--- src/core/asmcp_pkg.sv ---
package asmcp_pkg;

   // Clock and serial line timing.
   localparam int unsigned CLK_HZ = 32'h0EE6_B280;
   localparam int unsigned BAUD_RATE = 32'h0003_E800;
   localparam int unsigned BIT_CYCLES = CLK_HZ / BAUD_RATE;

   // Message length: 64 bits hold eight characters, line end excluded.
   localparam logic [3:0] MAX_CHARS = 4'h8;

   // Positions are in units of 1/10000; full scale is one.
   localparam logic [17:0] POS_FULL = 18'h0_2710;
   localparam logic [17:0] DEC_BASE = 18'h0_000A;
   localparam logic [17:0] FRAC_W [4] = '{18'h0_03E8, 18'h0_0064, 18'h0_000A, 18'h0_0001};
   localparam logic [2:0] FRAC_DIGITS = 3'h4;

   // Characters.
   localparam logic [7:0] CHR_CR = 8'h0D;
   localparam logic [7:0] CHR_LF = 8'h0A;
   localparam logic [7:0] CHR_EQ = 8'h3D;
   localparam logic [7:0] CHR_SEMI = 8'h3B;
   localparam logic [7:0] CHR_DOT = 8'h2E;
   localparam logic [7:0] CHR_MINUS = 8'h2D;
   localparam logic [7:0] CHR_PLUS = 8'h2B;
   localparam logic [7:0] CHR_SPACE = 8'h20;
   localparam logic [7:0] CHR_UA = 8'h41;
   localparam logic [7:0] CHR_UZ = 8'h5A;
   localparam logic [7:0] CHR_LA = 8'h61;
   localparam logic [7:0] CHR_LZ = 8'h7A;
   localparam logic [7:0] CHR_D0 = 8'h30;
   localparam logic [7:0] CHR_D9 = 8'h39;
   localparam logic [7:0] CASE_BIT = 8'h20;
   localparam logic [7:0] CHR_O = 8'h4F;
   localparam logic [7:0] CHR_K = 8'h4B;
   localparam logic [7:0] CHR_N = 8'h4E;
   localparam logic [7:0] CHR_U = 8'h55;
   localparam logic [7:0] CHR_L = 8'h4C;

   // Keywords, right aligned in a five character window.
   localparam logic [39:0] KW_START = 40'h73_7461_7274;
   localparam logic [39:0] KW_X = 40'h00_0000_0078;
   localparam logic [39:0] KW_Y = 40'h00_0000_0079;
   localparam logic [39:0] KW_XY = 40'h00_0000_7879;

   // Transmit framing.
   localparam logic [3:0] FRAME_LAST = 4'h9;
   localparam logic [1:0] REPLY_LAST = 2'h3;
   localparam logic [3:0] DATA_BITS = 4'h8;

   typedef enum logic [1:0] {RPL_OK, RPL_NO, RPL_OU, RPL_OL} asmcp_reply_t;
   typedef enum logic [2:0] {CMD_NONE, CMD_START, CMD_X, CMD_Y, CMD_XY} asmcp_cmd_t;
   typedef enum logic [1:0] {PS_KEY, PS_NUM, PS_SKIP, PS_LF} asmcp_pstate_t;
   typedef enum logic [1:0] {RX_IDLE, RX_START, RX_DATA, RX_STOP} asmcp_rxstate_t;

endpackage

--- src/core/asmcp_parser.sv ---
// Behaviour
// Accept ASCII commands over serial; keywords match in either letter case.
// Messages up to eight characters (64 bits) are handled; longer answer NO.
// Enabled from startup, disabled while config tool connected, re-enabled after.
// Host waits at least 1 ms between commands.
// Serial link is 8 data bits, 1 stop, no parity, 256000 bps, no CTS.
// Host ends every command with CR then LF.
// start answers OK CR LF and moves nothing.
// x= value sets X position and answers OK.
// y= value sets Y position and answers OK.
// xy= a;b sets both axes at once and answers OK.
// Values above one answer OU, below minus one answer OL.
// Unrecognised command answers NO CR LF.
// Each CR LF ends a command and yields exactly one reply line; a line ended while a reply is still being sent gets no reply.
`timescale 1ns/100ps
`default_nettype none

module asmcp_parser #(
   parameter int unsigned BAUD_DIV = asmcp_pkg::BIT_CYCLES
) (
   input wire logic i_clk,
   input wire logic i_rst_n,
   input wire logic i_rx,
   input wire logic i_tool_connected,
   output logic o_tx,
   output logic [15:0] o_x_pos,
   output logic [15:0] o_y_pos,
   output logic o_pos_strobe,
   output logic o_enabled
);

   logic [7:0] rx_data;
   logic rx_valid;
   logic t1_reg, t2_reg, t3_reg, en_reg;
   asmcp_pkg::asmcp_pstate_t st_reg, st_next;
   asmcp_pkg::asmcp_cmd_t cmd_reg, cmd_next;
   asmcp_pkg::asmcp_reply_t reply_sel, code_reg;
   logic [39:0] kw_reg, kw_next;
   logic [3:0] len_reg, len_next;
   logic bad_reg, bad_next, sec_reg, sec_next, neg_reg, neg_next, neg1_reg, neg1_next;
   logic dot_reg, dot_next, dig_reg, dig_next, sgn_reg, sgn_next;
   logic [17:0] mag_reg, mag_next, mag1_reg, mag1_next;
   logic [2:0] nfr_reg, nfr_next;
   logic err, num_clr;
   logic busy_reg;
   logic [1:0] idx_reg;
   logic [3:0] nbit_reg;
   logic [15:0] bcnt_reg;
   logic [9:0] shift_reg;
   logic [7:0] tx_char;

   asmcp_uart_rx #(.BAUD_DIV(BAUD_DIV)) u_rx (
      .i_clk(i_clk),
      .i_rst_n(i_rst_n),
      .i_rx(i_rx),
      .o_data(rx_data),
      .o_valid(rx_valid)
   );

   ////////////////////////////////////////////////////////////////////////
   // Character decode.
   wire is_up = (rx_data >= asmcp_pkg::CHR_UA) && (rx_data <= asmcp_pkg::CHR_UZ);
   wire [7:0] ch = is_up ? (rx_data | asmcp_pkg::CASE_BIT) : rx_data;
   wire is_let = (ch >= asmcp_pkg::CHR_LA) && (ch <= asmcp_pkg::CHR_LZ);
   wire is_dig = (ch >= asmcp_pkg::CHR_D0) && (ch <= asmcp_pkg::CHR_D9);
   wire is_crlf = (ch == asmcp_pkg::CHR_CR) || (ch == asmcp_pkg::CHR_LF);
   wire [17:0] dval = {14'h0000, ch[3:0]};
   wire line_done = rx_valid && en_reg && (st_reg == asmcp_pkg::PS_LF) &&
                    (ch == asmcp_pkg::CHR_LF);
   wire too_long = (len_reg > asmcp_pkg::MAX_CHARS);
   wire hi_a = !neg_reg && (mag_reg > asmcp_pkg::POS_FULL);
   wire lo_a = neg_reg && (mag_reg > asmcp_pkg::POS_FULL);
   wire hi_b = !neg1_reg && (mag1_reg > asmcp_pkg::POS_FULL);
   wire lo_b = neg1_reg && (mag1_reg > asmcp_pkg::POS_FULL);
   wire [15:0] val_a = neg_reg ? 16'(-mag_reg[15:0]) : mag_reg[15:0];
   wire [15:0] val_b = neg1_reg ? 16'(-mag1_reg[15:0]) : mag1_reg[15:0];
   wire set_ok = line_done && (reply_sel == asmcp_pkg::RPL_OK);
   wire set_x = set_ok && ((cmd_reg == asmcp_pkg::CMD_X) || (cmd_reg == asmcp_pkg::CMD_XY));
   wire set_y = set_ok && ((cmd_reg == asmcp_pkg::CMD_Y) || (cmd_reg == asmcp_pkg::CMD_XY));
   wire [15:0] val_x = (cmd_reg == asmcp_pkg::CMD_XY) ? val_b : val_a;
   wire tx_go = line_done && !busy_reg;
   wire bit_end = busy_reg && (bcnt_reg == 16'(BAUD_DIV - 1));
   wire [1:0] ld_idx = tx_go ? 2'b00 : 2'(idx_reg + 2'b01);
   wire asmcp_pkg::asmcp_reply_t ld_code = tx_go ? reply_sel : code_reg;

   ////////////////////////////////////////////////////////////////////////
   // Reply selection for the completed line.
   always_comb begin
      if (bad_reg || too_long || (cmd_reg == asmcp_pkg::CMD_NONE)) begin
         reply_sel = asmcp_pkg::RPL_NO;
      end else if (cmd_reg == asmcp_pkg::CMD_START) begin
         reply_sel = asmcp_pkg::RPL_OK;
      end else if ((cmd_reg == asmcp_pkg::CMD_XY) && hi_b) begin
         reply_sel = asmcp_pkg::RPL_OU;
      end else if ((cmd_reg == asmcp_pkg::CMD_XY) && lo_b) begin
         reply_sel = asmcp_pkg::RPL_OL;
      end else if (hi_a) begin
         reply_sel = asmcp_pkg::RPL_OU;
      end else if (lo_a) begin
         reply_sel = asmcp_pkg::RPL_OL;
      end else begin
         reply_sel = asmcp_pkg::RPL_OK;
      end
   end

   ////////////////////////////////////////////////////////////////////////
   // Per character parsing.
   always_comb begin
      st_next = st_reg;
      cmd_next = cmd_reg;
      kw_next = kw_reg;
      len_next = len_reg;
      bad_next = bad_reg;
      sec_next = sec_reg;
      neg_next = neg_reg;
      mag_next = mag_reg;
      nfr_next = nfr_reg;
      dot_next = dot_reg;
      dig_next = dig_reg;
      sgn_next = sgn_reg;
      neg1_next = neg1_reg;
      mag1_next = mag1_reg;
      err = 1'b0;
      num_clr = 1'b0;
      if (!en_reg || line_done) begin
         st_next = asmcp_pkg::PS_KEY;
         cmd_next = asmcp_pkg::CMD_NONE;
         kw_next = '0;
         len_next = 4'h0;
         bad_next = 1'b0;
         sec_next = 1'b0;
         num_clr = 1'b1;
      end else if (rx_valid) begin
         if (!is_crlf && (len_reg <= asmcp_pkg::MAX_CHARS)) begin
            len_next = len_reg + 4'h1;
         end
         unique case (st_reg)
            asmcp_pkg::PS_KEY: begin
               if (ch == asmcp_pkg::CHR_CR) begin
                  st_next = asmcp_pkg::PS_LF;
                  if (kw_reg == asmcp_pkg::KW_START) begin
                     cmd_next = asmcp_pkg::CMD_START;
                  end
               end else if (ch == asmcp_pkg::CHR_EQ) begin
                  st_next = asmcp_pkg::PS_NUM;
                  num_clr = 1'b1;
                  if (kw_reg == asmcp_pkg::KW_X) begin
                     cmd_next = asmcp_pkg::CMD_X;
                  end else if (kw_reg == asmcp_pkg::KW_Y) begin
                     cmd_next = asmcp_pkg::CMD_Y;
                  end else if (kw_reg == asmcp_pkg::KW_XY) begin
                     cmd_next = asmcp_pkg::CMD_XY;
                  end else begin
                     err = 1'b1;
                  end
               end else if (is_let && (kw_reg[39:32] == 8'h00)) begin
                  kw_next = {kw_reg[31:0], ch};
               end else begin
                  err = 1'b1;
               end
            end
            asmcp_pkg::PS_NUM: begin
               if (is_dig && dot_reg) begin
                  dig_next = 1'b1;
                  if (nfr_reg < asmcp_pkg::FRAC_DIGITS) begin
                     mag_next = 18'(mag_reg + dval * asmcp_pkg::FRAC_W[nfr_reg[1:0]]);
                     nfr_next = nfr_reg + 3'h1;
                  end
               end else if (is_dig) begin
                  dig_next = 1'b1;
                  if (mag_reg <= asmcp_pkg::POS_FULL) begin
                     mag_next = 18'(mag_reg * asmcp_pkg::DEC_BASE + dval * asmcp_pkg::POS_FULL);
                  end
               end else if (ch == asmcp_pkg::CHR_DOT) begin
                  err = dot_reg;
                  dot_next = 1'b1;
               end else if ((ch == asmcp_pkg::CHR_MINUS) || (ch == asmcp_pkg::CHR_PLUS)) begin
                  err = dig_reg || dot_reg || sgn_reg;
                  sgn_next = 1'b1;
                  neg_next = (ch == asmcp_pkg::CHR_MINUS);
               end else if (ch == asmcp_pkg::CHR_SPACE) begin
                  err = dig_reg || dot_reg || sgn_reg;
               end else if (ch == asmcp_pkg::CHR_SEMI) begin
                  err = (cmd_reg != asmcp_pkg::CMD_XY) || sec_reg || !dig_reg;
                  sec_next = 1'b1;
                  neg1_next = neg_reg;
                  mag1_next = mag_reg;
                  num_clr = 1'b1;
               end else if (ch == asmcp_pkg::CHR_CR) begin
                  st_next = asmcp_pkg::PS_LF;
                  if (!dig_reg || ((cmd_reg == asmcp_pkg::CMD_XY) && !sec_reg)) begin
                     bad_next = 1'b1;
                  end
               end else begin
                  err = 1'b1;
               end
            end
            asmcp_pkg::PS_SKIP: begin
               if (ch == asmcp_pkg::CHR_CR) begin
                  st_next = asmcp_pkg::PS_LF;
               end
            end
            asmcp_pkg::PS_LF: begin
               err = (ch != asmcp_pkg::CHR_CR);
            end
         endcase
         if (err) begin
            bad_next = 1'b1;
            st_next = asmcp_pkg::PS_SKIP;
         end
      end
      if (num_clr) begin
         neg_next = 1'b0;
         mag_next = '0;
         nfr_next = 3'h0;
         dot_next = 1'b0;
         dig_next = 1'b0;
         sgn_next = 1'b0;
      end
   end

   ////////////////////////////////////////////////////////////////////////
   // Reply characters.
   always_comb begin
      unique case (ld_idx)
         2'b00: tx_char = (ld_code == asmcp_pkg::RPL_NO) ? asmcp_pkg::CHR_N : asmcp_pkg::CHR_O;
         2'b01: begin
            unique case (ld_code)
               asmcp_pkg::RPL_OK: tx_char = asmcp_pkg::CHR_K;
               asmcp_pkg::RPL_NO: tx_char = asmcp_pkg::CHR_O;
               asmcp_pkg::RPL_OU: tx_char = asmcp_pkg::CHR_U;
               asmcp_pkg::RPL_OL: tx_char = asmcp_pkg::CHR_L;
            endcase
         end
         2'b10: tx_char = asmcp_pkg::CHR_CR;
         2'b11: tx_char = asmcp_pkg::CHR_LF;
      endcase
   end

   ////////////////////////////////////////////////////////////////////////
   // Registers.
   always_ff @(posedge i_clk) begin
      if (!i_rst_n) begin
         t1_reg <= 1'b0;
         t2_reg <= 1'b0;
         t3_reg <= 1'b0;
         en_reg <= 1'b1;
      end else begin
         t1_reg <= i_tool_connected;
         t2_reg <= t1_reg;
         t3_reg <= t2_reg;
         if (t2_reg == t3_reg) begin
            en_reg <= !t3_reg;
         end
      end
   end

   always_ff @(posedge i_clk) begin
      if (!i_rst_n) begin
         st_reg <= asmcp_pkg::PS_KEY;
         cmd_reg <= asmcp_pkg::CMD_NONE;
         kw_reg <= '0;
         len_reg <= 4'h0;
         {bad_reg, sec_reg, neg_reg, neg1_reg, dot_reg, dig_reg, sgn_reg} <= 7'h00;
         mag_reg <= '0;
         mag1_reg <= '0;
         nfr_reg <= 3'h0;
      end else begin
         st_reg <= st_next;
         cmd_reg <= cmd_next;
         kw_reg <= kw_next;
         len_reg <= len_next;
         {bad_reg, sec_reg, neg_reg, neg1_reg} <= {bad_next, sec_next, neg_next, neg1_next};
         {dot_reg, dig_reg, sgn_reg} <= {dot_next, dig_next, sgn_next};
         mag_reg <= mag_next;
         mag1_reg <= mag1_next;
         nfr_reg <= nfr_next;
      end
   end

   always_ff @(posedge i_clk) begin
      if (!i_rst_n) begin
         o_x_pos <= 16'h0000;
         o_y_pos <= 16'h0000;
         o_pos_strobe <= 1'b0;
      end else begin
         o_pos_strobe <= set_x || set_y;
         if (set_x) begin
            o_x_pos <= val_x;
         end
         if (set_y) begin
            o_y_pos <= val_a;
         end
      end
   end

   always_ff @(posedge i_clk) begin
      if (!i_rst_n) begin
         busy_reg <= 1'b0;
         code_reg <= asmcp_pkg::RPL_OK;
         idx_reg <= 2'b00;
         nbit_reg <= 4'h0;
         bcnt_reg <= 16'h0000;
         shift_reg <= '1;
      end else if (tx_go) begin
         busy_reg <= 1'b1;
         code_reg <= reply_sel;
         idx_reg <= 2'b00;
         nbit_reg <= 4'h0;
         bcnt_reg <= 16'h0000;
         shift_reg <= {1'b1, tx_char, 1'b0};
      end else if (bit_end) begin
         bcnt_reg <= 16'h0000;
         if (nbit_reg == asmcp_pkg::FRAME_LAST) begin
            nbit_reg <= 4'h0;
            if (idx_reg == asmcp_pkg::REPLY_LAST) begin
               busy_reg <= 1'b0;
            end else begin
               idx_reg <= ld_idx;
               shift_reg <= {1'b1, tx_char, 1'b0};
            end
         end else begin
            nbit_reg <= nbit_reg + 4'h1;
            shift_reg <= {1'b1, shift_reg[9:1]};
         end
      end else if (busy_reg) begin
         bcnt_reg <= bcnt_reg + 16'h0001;
      end
   end

   assign o_tx = shift_reg[0];
   assign o_enabled = en_reg;

   ////////////////////////////////////////////////////////////////////////
   // Checks.
   case_fold_a: assert property (@(posedge i_clk) disable iff (!i_rst_n)
      rx_valid && en_reg && is_up && st_reg == asmcp_pkg::PS_KEY && kw_reg[39:32] == 8'h00
      |=> kw_reg[7:0] == ($past(rx_data) | asmcp_pkg::CASE_BIT))
      else $error("Upper case letter not folded into keyword.");
   msg_len_a: assert property (@(posedge i_clk) disable iff (!i_rst_n)
      line_done && too_long |-> reply_sel == asmcp_pkg::RPL_NO)
      else $error("Over long message not answered NO.");
   tool_off_a: assert property (@(posedge i_clk) disable iff (!i_rst_n)
      !en_reg |=> st_reg == asmcp_pkg::PS_KEY && !o_pos_strobe && !busy_reg || $past(busy_reg))
      else $error("Parser active while tool connected.");
   start_bit_a: assert property (@(posedge i_clk) disable iff (!i_rst_n)
      tx_go |=> !o_tx [*8])
      else $error("Reply frame lacks a start bit.");
   start_ok_a: assert property (@(posedge i_clk) disable iff (!i_rst_n)
      line_done && cmd_reg == asmcp_pkg::CMD_START && !bad_reg && !too_long
      |-> reply_sel == asmcp_pkg::RPL_OK ##1 !o_pos_strobe && $stable(o_x_pos))
      else $error("Start handshake wrong.");
   x_set_a: assert property (@(posedge i_clk) disable iff (!i_rst_n)
      line_done && cmd_reg == asmcp_pkg::CMD_X && reply_sel == asmcp_pkg::RPL_OK
      |=> o_pos_strobe && o_x_pos == $past(val_a) && $stable(o_y_pos))
      else $error("X position not taken.");
   y_set_a: assert property (@(posedge i_clk) disable iff (!i_rst_n)
      line_done && cmd_reg == asmcp_pkg::CMD_Y && reply_sel == asmcp_pkg::RPL_OK
      |=> o_pos_strobe && o_y_pos == $past(val_a) && $stable(o_x_pos))
      else $error("Y position not taken.");
   xy_set_a: assert property (@(posedge i_clk) disable iff (!i_rst_n)
      line_done && cmd_reg == asmcp_pkg::CMD_XY && reply_sel == asmcp_pkg::RPL_OK
      |=> o_x_pos == $past(val_b) && o_y_pos == $past(val_a))
      else $error("Dual axis position not taken.");
   range_high_a: assert property (@(posedge i_clk) disable iff (!i_rst_n)
      line_done && cmd_reg == asmcp_pkg::CMD_X && !bad_reg && !too_long && hi_a
      |-> reply_sel == asmcp_pkg::RPL_OU ##1 $stable(o_x_pos))
      else $error("Out of range value accepted.");
   unknown_cmd_a: assert property (@(posedge i_clk) disable iff (!i_rst_n)
      line_done && bad_reg |-> reply_sel == asmcp_pkg::RPL_NO)
      else $error("Bad command not answered NO.");
   one_reply_a: assert property (@(posedge i_clk) disable iff (!i_rst_n)
      tx_go |=> busy_reg && code_reg == $past(reply_sel) && st_reg == asmcp_pkg::PS_KEY)
      else $error("Line end did not start one reply.");

endmodule

`default_nettype wire

--- src/core/asmcp_uart_rx.sv ---
`timescale 1ns/100ps
`default_nettype none

module asmcp_uart_rx #(
   parameter int unsigned BAUD_DIV = asmcp_pkg::BIT_CYCLES
) (
   input wire logic i_clk,
   input wire logic i_rst_n,
   input wire logic i_rx,
   output logic [7:0] o_data,
   output logic o_valid
);

   logic s1_reg, s2_reg, s3_reg, line_reg;
   asmcp_pkg::asmcp_rxstate_t st_reg;
   logic [15:0] cnt_reg;
   logic [3:0] nbit_reg;
   logic [7:0] sh_reg;

   wire cnt_end = (cnt_reg == 16'h0000);
   wire [15:0] full_bit = 16'(BAUD_DIV - 1);
   wire [15:0] half_bit = 16'(BAUD_DIV / 2);

   ////////////////////////////////////////////////////////////////////////
   // The line counts as changed once the second and third stages agree.
   always_ff @(posedge i_clk) begin
      if (!i_rst_n) begin
         s1_reg <= 1'b1;
         s2_reg <= 1'b1;
         s3_reg <= 1'b1;
         line_reg <= 1'b1;
      end else begin
         s1_reg <= i_rx;
         s2_reg <= s1_reg;
         s3_reg <= s2_reg;
         if (s2_reg == s3_reg) begin
            line_reg <= s3_reg;
         end
      end
   end

   ////////////////////////////////////////////////////////////////////////
   // Eight data bits, one stop bit, no parity; bad stop bits drop the byte.
   always_ff @(posedge i_clk) begin
      if (!i_rst_n) begin
         st_reg <= asmcp_pkg::RX_IDLE;
         cnt_reg <= 16'h0000;
         nbit_reg <= 4'h0;
         sh_reg <= 8'h00;
         o_data <= 8'h00;
         o_valid <= 1'b0;
      end else begin
         o_valid <= 1'b0;
         if (!cnt_end) begin
            cnt_reg <= cnt_reg - 16'h0001;
         end
         unique case (st_reg)
            asmcp_pkg::RX_IDLE: begin
               if (!line_reg) begin
                  st_reg <= asmcp_pkg::RX_START;
                  cnt_reg <= half_bit;
               end
            end
            asmcp_pkg::RX_START: begin
               if (cnt_end) begin
                  st_reg <= line_reg ? asmcp_pkg::RX_IDLE : asmcp_pkg::RX_DATA;
                  cnt_reg <= full_bit;
                  nbit_reg <= 4'h0;
               end
            end
            asmcp_pkg::RX_DATA: begin
               if (cnt_end) begin
                  sh_reg <= {line_reg, sh_reg[7:1]};
                  nbit_reg <= nbit_reg + 4'h1;
                  cnt_reg <= full_bit;
                  if (nbit_reg == asmcp_pkg::DATA_BITS - 4'h1) begin
                     st_reg <= asmcp_pkg::RX_STOP;
                  end
               end
            end
            asmcp_pkg::RX_STOP: begin
               if (cnt_end) begin
                  st_reg <= asmcp_pkg::RX_IDLE;
                  o_valid <= line_reg;
                  o_data <= sh_reg;
               end
            end
         endcase
      end
   end

endmodule

`default_nettype wire

--- config.mk ---
export PLATFORM = sky130hd
export DESIGN_NAME = asmcp_parser
export DESIGN_NICKNAME = d
export VERILOG_FILES = /design/src/core/asmcp_pkg.sv /design/src/core/asmcp_parser.sv /design/src/core/asmcp_uart_rx.sv
export SDC_FILE = /design/constraint.sdc
export NUM_CORES = 1
export LEC_CHECK = 0
export ABC_AREA = 1
export BUFFER_PORTS_ARGS = -buffer_cell sky130_fd_sc_hd__buf_2
export CAP_MARGIN = 20
export CORE_MARGIN = 5
export CORE_UTILIZATION = 60
export CTS_CLUSTER_SIZE = 40
export DETAILED_ROUTE_END_ITERATION = 8
export MAX_ROUTING_LAYER = met4
export PLACE_DENSITY_LB_ADDON = 0.05
export SYNTH_ARGS = -nofsm -noshare
export SYNTH_HDL_FRONTEND = slang
export SYNTH_SLANG_ARGS = --single-unit
--- constraint.sdc ---
create_clock -name i_clk -period 10.8 [get_ports i_clk]
set_input_delay 0 -clock i_clk [delete_from_list [all_inputs] [get_ports i_clk]]
set_output_delay 0 -clock i_clk [all_outputs]
set_load 0.02 [all_outputs]
==> reports/qor.yml <==
status:
  status: "completed"
placement:
  dp_hpwl_um: 24700
  place_congestion: 0.930
  numPortBuffers: 38
  dpl-instance-area_um2: 14100
  dp_cells: 2191
floorplan:
  start_util: 0.608
  dieWidth_um: 161
  die_h_um: 161
  die_area_um2: 26100
  boundaryPins: 39
  coreArea_um2: 22600
  fp-row-count: 55
final_layout:
  drive_gt1_frac: 0.0754
  fin_nets: 2076
  area_growth_pct: 8.66
  antenna_cells: 0
  nFillCells: 2048
  stdcell_count: 2234
  largest_reg_flops: 40
  stdcell_area_um2: 15000
worst_setup_path:
  crit_path_cell_trace: "inv_1, ha_1, nand2_1, inv_1, fa_1, inv_1, fa_1, inv_1, fa_1, ha_1, a21oi_1, o21ai_0, a21oi_1, o21ai_0, a21oi_1, o21bai_1, or2_2, nand3_1, nand2_1, nand2_1, a21oi_1"
  crit_path_start: "nfr_reg[1]$_SDFFE_PP0P_"
  reg2reg_depth: 21
  critPathMaxStageDelay_ns: 0.55
  slowest_stage: "fa_1"
  required_ns: 11.20
  arrival_ns: 4.92
  cp.buffers_inverters: 4
  r2r-end: "mag_reg[13]$_SDFFE_PP0P_"
  critical-path-top-delay-family: "adder cells"
  rr_startpoint: "nfr_reg[1]$_SDFFE_PP0P_"
  worst-path-max-fanout: 8
  path_class: "register to register"
  start_kind: "register"
  end_kind: "register"
  rrSetupSlack_ns: 6.28
hold_path:
  holdPathStages: 3
  min_from: "i_rst_n"
  holdPathEnd: "shift_reg[5]$_SDFFE_PN1P_"
  worst_hold_path_type: "input pin to register"
pwr:
  leakage_nw: 7.20
  ir_worst_vdd_mv: 0.114
  p_per_area_nw_per_um2: 129
timing:
  period_needed_ns: 4.52
  final_hold_viol_count: 0
  slew_headroom: 0.452
  setup_tns_ns: 0
  worstMarginPinSlew_ns: 0.820
  setup_viol_count_final: 0
  min_period_over_period: 0.419
  fmaxAchievable_mhz: 221
  finClkSkew_ns: 0.00999
  slew_violations: 0
  rsz0062_at_grt: "no"
drt:
  wl_per_cell_um: 14.7
  route.detailed.drc: 0
  first_pass_iters: 5
  vias_per_cell: 5.45
  routed_wirelength_um: 32700
  detail-route-antenna-nets: 0
  drtIter0Drc: 842
  vias: 12200
synth:
  synthSimpleGateAreaFrac: 0.242
  yosysSeqAreaShare: 0.304
  synth_top_family_by_area: "simple AND/OR/NAND/NOR gates"
  yosys_warnings: 0
  synth_area_um2: 13800
  synth_cell_types: 64
  synth_nets: 2053
  synth_xor_area_frac: 0.0471
  syn_inst: 1910
  synth_edf_count: 0
  ys.flop_type: "dfxtp_1"
  synth_seq_cells: 209
  async_flop_share: 0
  synth.area.mux_share: 0.00145
  synth_area_per_cell_um2: 7.20
  synth_compound_area_frac: 0.169
  yosys.area_share.adder: 0.143
cts:
  path_clk_slew_ns: 0.06
  cts_tree: "done"
  postCtsHoldBufs: 2
  clk_latency_ns: 0.52
  clock-root-buffer: "clkbuf_16"
  cts-buffers-inserted: 23
  cts-resized-gates: 0
  htree_levels: 1
  cts_buffer_depth: 3
  post_cts_buffers: 0
  numClockSinks: 209
global_route:
  grt_max_degree: 67
  grt_first_pass_wirelength_um: 55100
  grt_usage: 0.257
  grt_pass1_vias: 11600
  overflow: 0
  antenna_found_initial: 0
job:
  drv_cap: 0
[logic make-up (layout without fill, tap and decap cells)]
family	Yosys count	in the layout
buf+inv	328	367
flops	209	209
fa+ha+maj	140	140
mux	2	2
compound gates	403	403
xor+xnor	74	74
simple gates	754	754
[cells in the final DEF (no fill, tap or decap), types with 9 or more instances in the layout]
master and count:
a211oi_1 15, a211oi_2 11, a21oi_1 179, a31oi_1 11, buf_2 38, clkbuf_16 23, dfxtp_1 209, fa_1 29
ha_1 110, inv_1 269, inv_2 9, nand2_1 343, nand3_1 71, nand4_1 21, nor2_1 212, nor3_1 41
nor4_1 16, o21a_1 10, o21ai_0 129, or2_2 14, xnor2_1 23, xor2_1 51
[area by class of cell]
class,instances,area [um^2],area share
Inverter,280,1050,0.0704
Timing Repair Buffer,46,255,0.0171
Clock inverter,11,178,0.0119
Sequential cell,209,4180,0.280
Multi-Input combinational cell,1373,8280,0.554
Tap cell,285,357,0.0239
Clock buffer,30,642,0.0429
[how the worst max path moves through the flow]
stage / end / slack, ns / cells past startpoint
final: mag_reg[13]$_SDFFE_PP0P_ / 6.28 / 21
after global routing: mag_reg[13]$_SDFFE_PP0P_ / 5.84 / 21
after CTS: mag_reg[13]$_SDFFE_PP0P_ / 6.28 / 21
after detailed placement: mag_reg[13]$_SDFFE_PP0P_ / 6.30 / 21
after global placement: mag_reg[13]$_SDFFE_PP0P_ / 6.32 / 21
after floorplan: mag_reg[13]$_SDFFE_PP0P_ / 6.64 / 21
[cell usage after synthesis (8+ instances only)]
| cell type | n | area, um^2 |
|---|---|---|
| or2_2 | 14 | 87.6 |
| inv_2 | 9 | 33.8 |
| inv_1 | 269 | 1010 |
| o21a_1 | 10 | 75.1 |
| dfxtp_1 | 209 | 4180 |
| xnor2_1 | 23 | 201 |
| nand3_1 | 71 | 355 |
| nand4_1 | 21 | 131 |
| nand2_1 | 343 | 1290 |
| a211oi_1 | 15 | 113 |
| xor2_1 | 51 | 447 |
| a21oi_1 | 179 | 896 |
| nor4_1 | 16 | 100 |
| clkbuf_1 | 29 | 109 |
| fa_1 | 29 | 581 |
| o21ai_0 | 129 | 646 |
| a211oi_2 | 11 | 138 |
| nor3_1 | 41 | 205 |
| nor2_1 | 213 | 800 |
| ha_1 | 110 | 1380 |
| a31oi_1 | 11 | 68.8 |
| buf_2 | 8 | 40.0 |
[report_power, final]
part           switching [W]  internal (W)  total (W)
clock               0.000335      0.000518   0.000853
sequential         0.0000250      0.000804   0.000829
combinational       0.000162     0.0000892   0.000251
total               0.000522       0.00141    0.00193
[metal layers]
metal,share of wire,track usage,vias to the layer above
met2,0.48,0.436,200
met4,0.034,0.0799,0
met5,0,-,-
li1,-,-,6306
met1,0.46,0.325,5610
met3,0.029,0.0253,70
[worst register-to-register path, delay by kind of cell (launching register included)]
| family | cells | cell delay [ns] |
|---|---|---|
| AO/OA/AOI/OAI | 7 | 0.91 |
| adder cells (fa/ha/maj) | 5 | 2.13 |
| buffers and inverters | 4 | 0.34 |
| flip-flops | 1 | 0.46 |
| AND/OR/NAND/NOR | 5 | 0.55 |
[per-stage QoR]
step | setup WS [ns] | total power [W] | util | hold WS [ns]
after global routing | 5.84 | 0.00203 | 0.660 | 0.0963
after detailed placement | 6.30 | 0.00109 | 0.623 | 0.185
after CTS | 6.28 | 0.00195 | 0.660 | 0.0435
after floorplan | 6.64 | 0.00104 | - | 0.0976
final | 6.28 | 0.00193 | 0.660 | 0.0474
after global placement | 6.32 | 0.00109 | 0.623 | 0.181
Power figures use the tool's default switching activity.
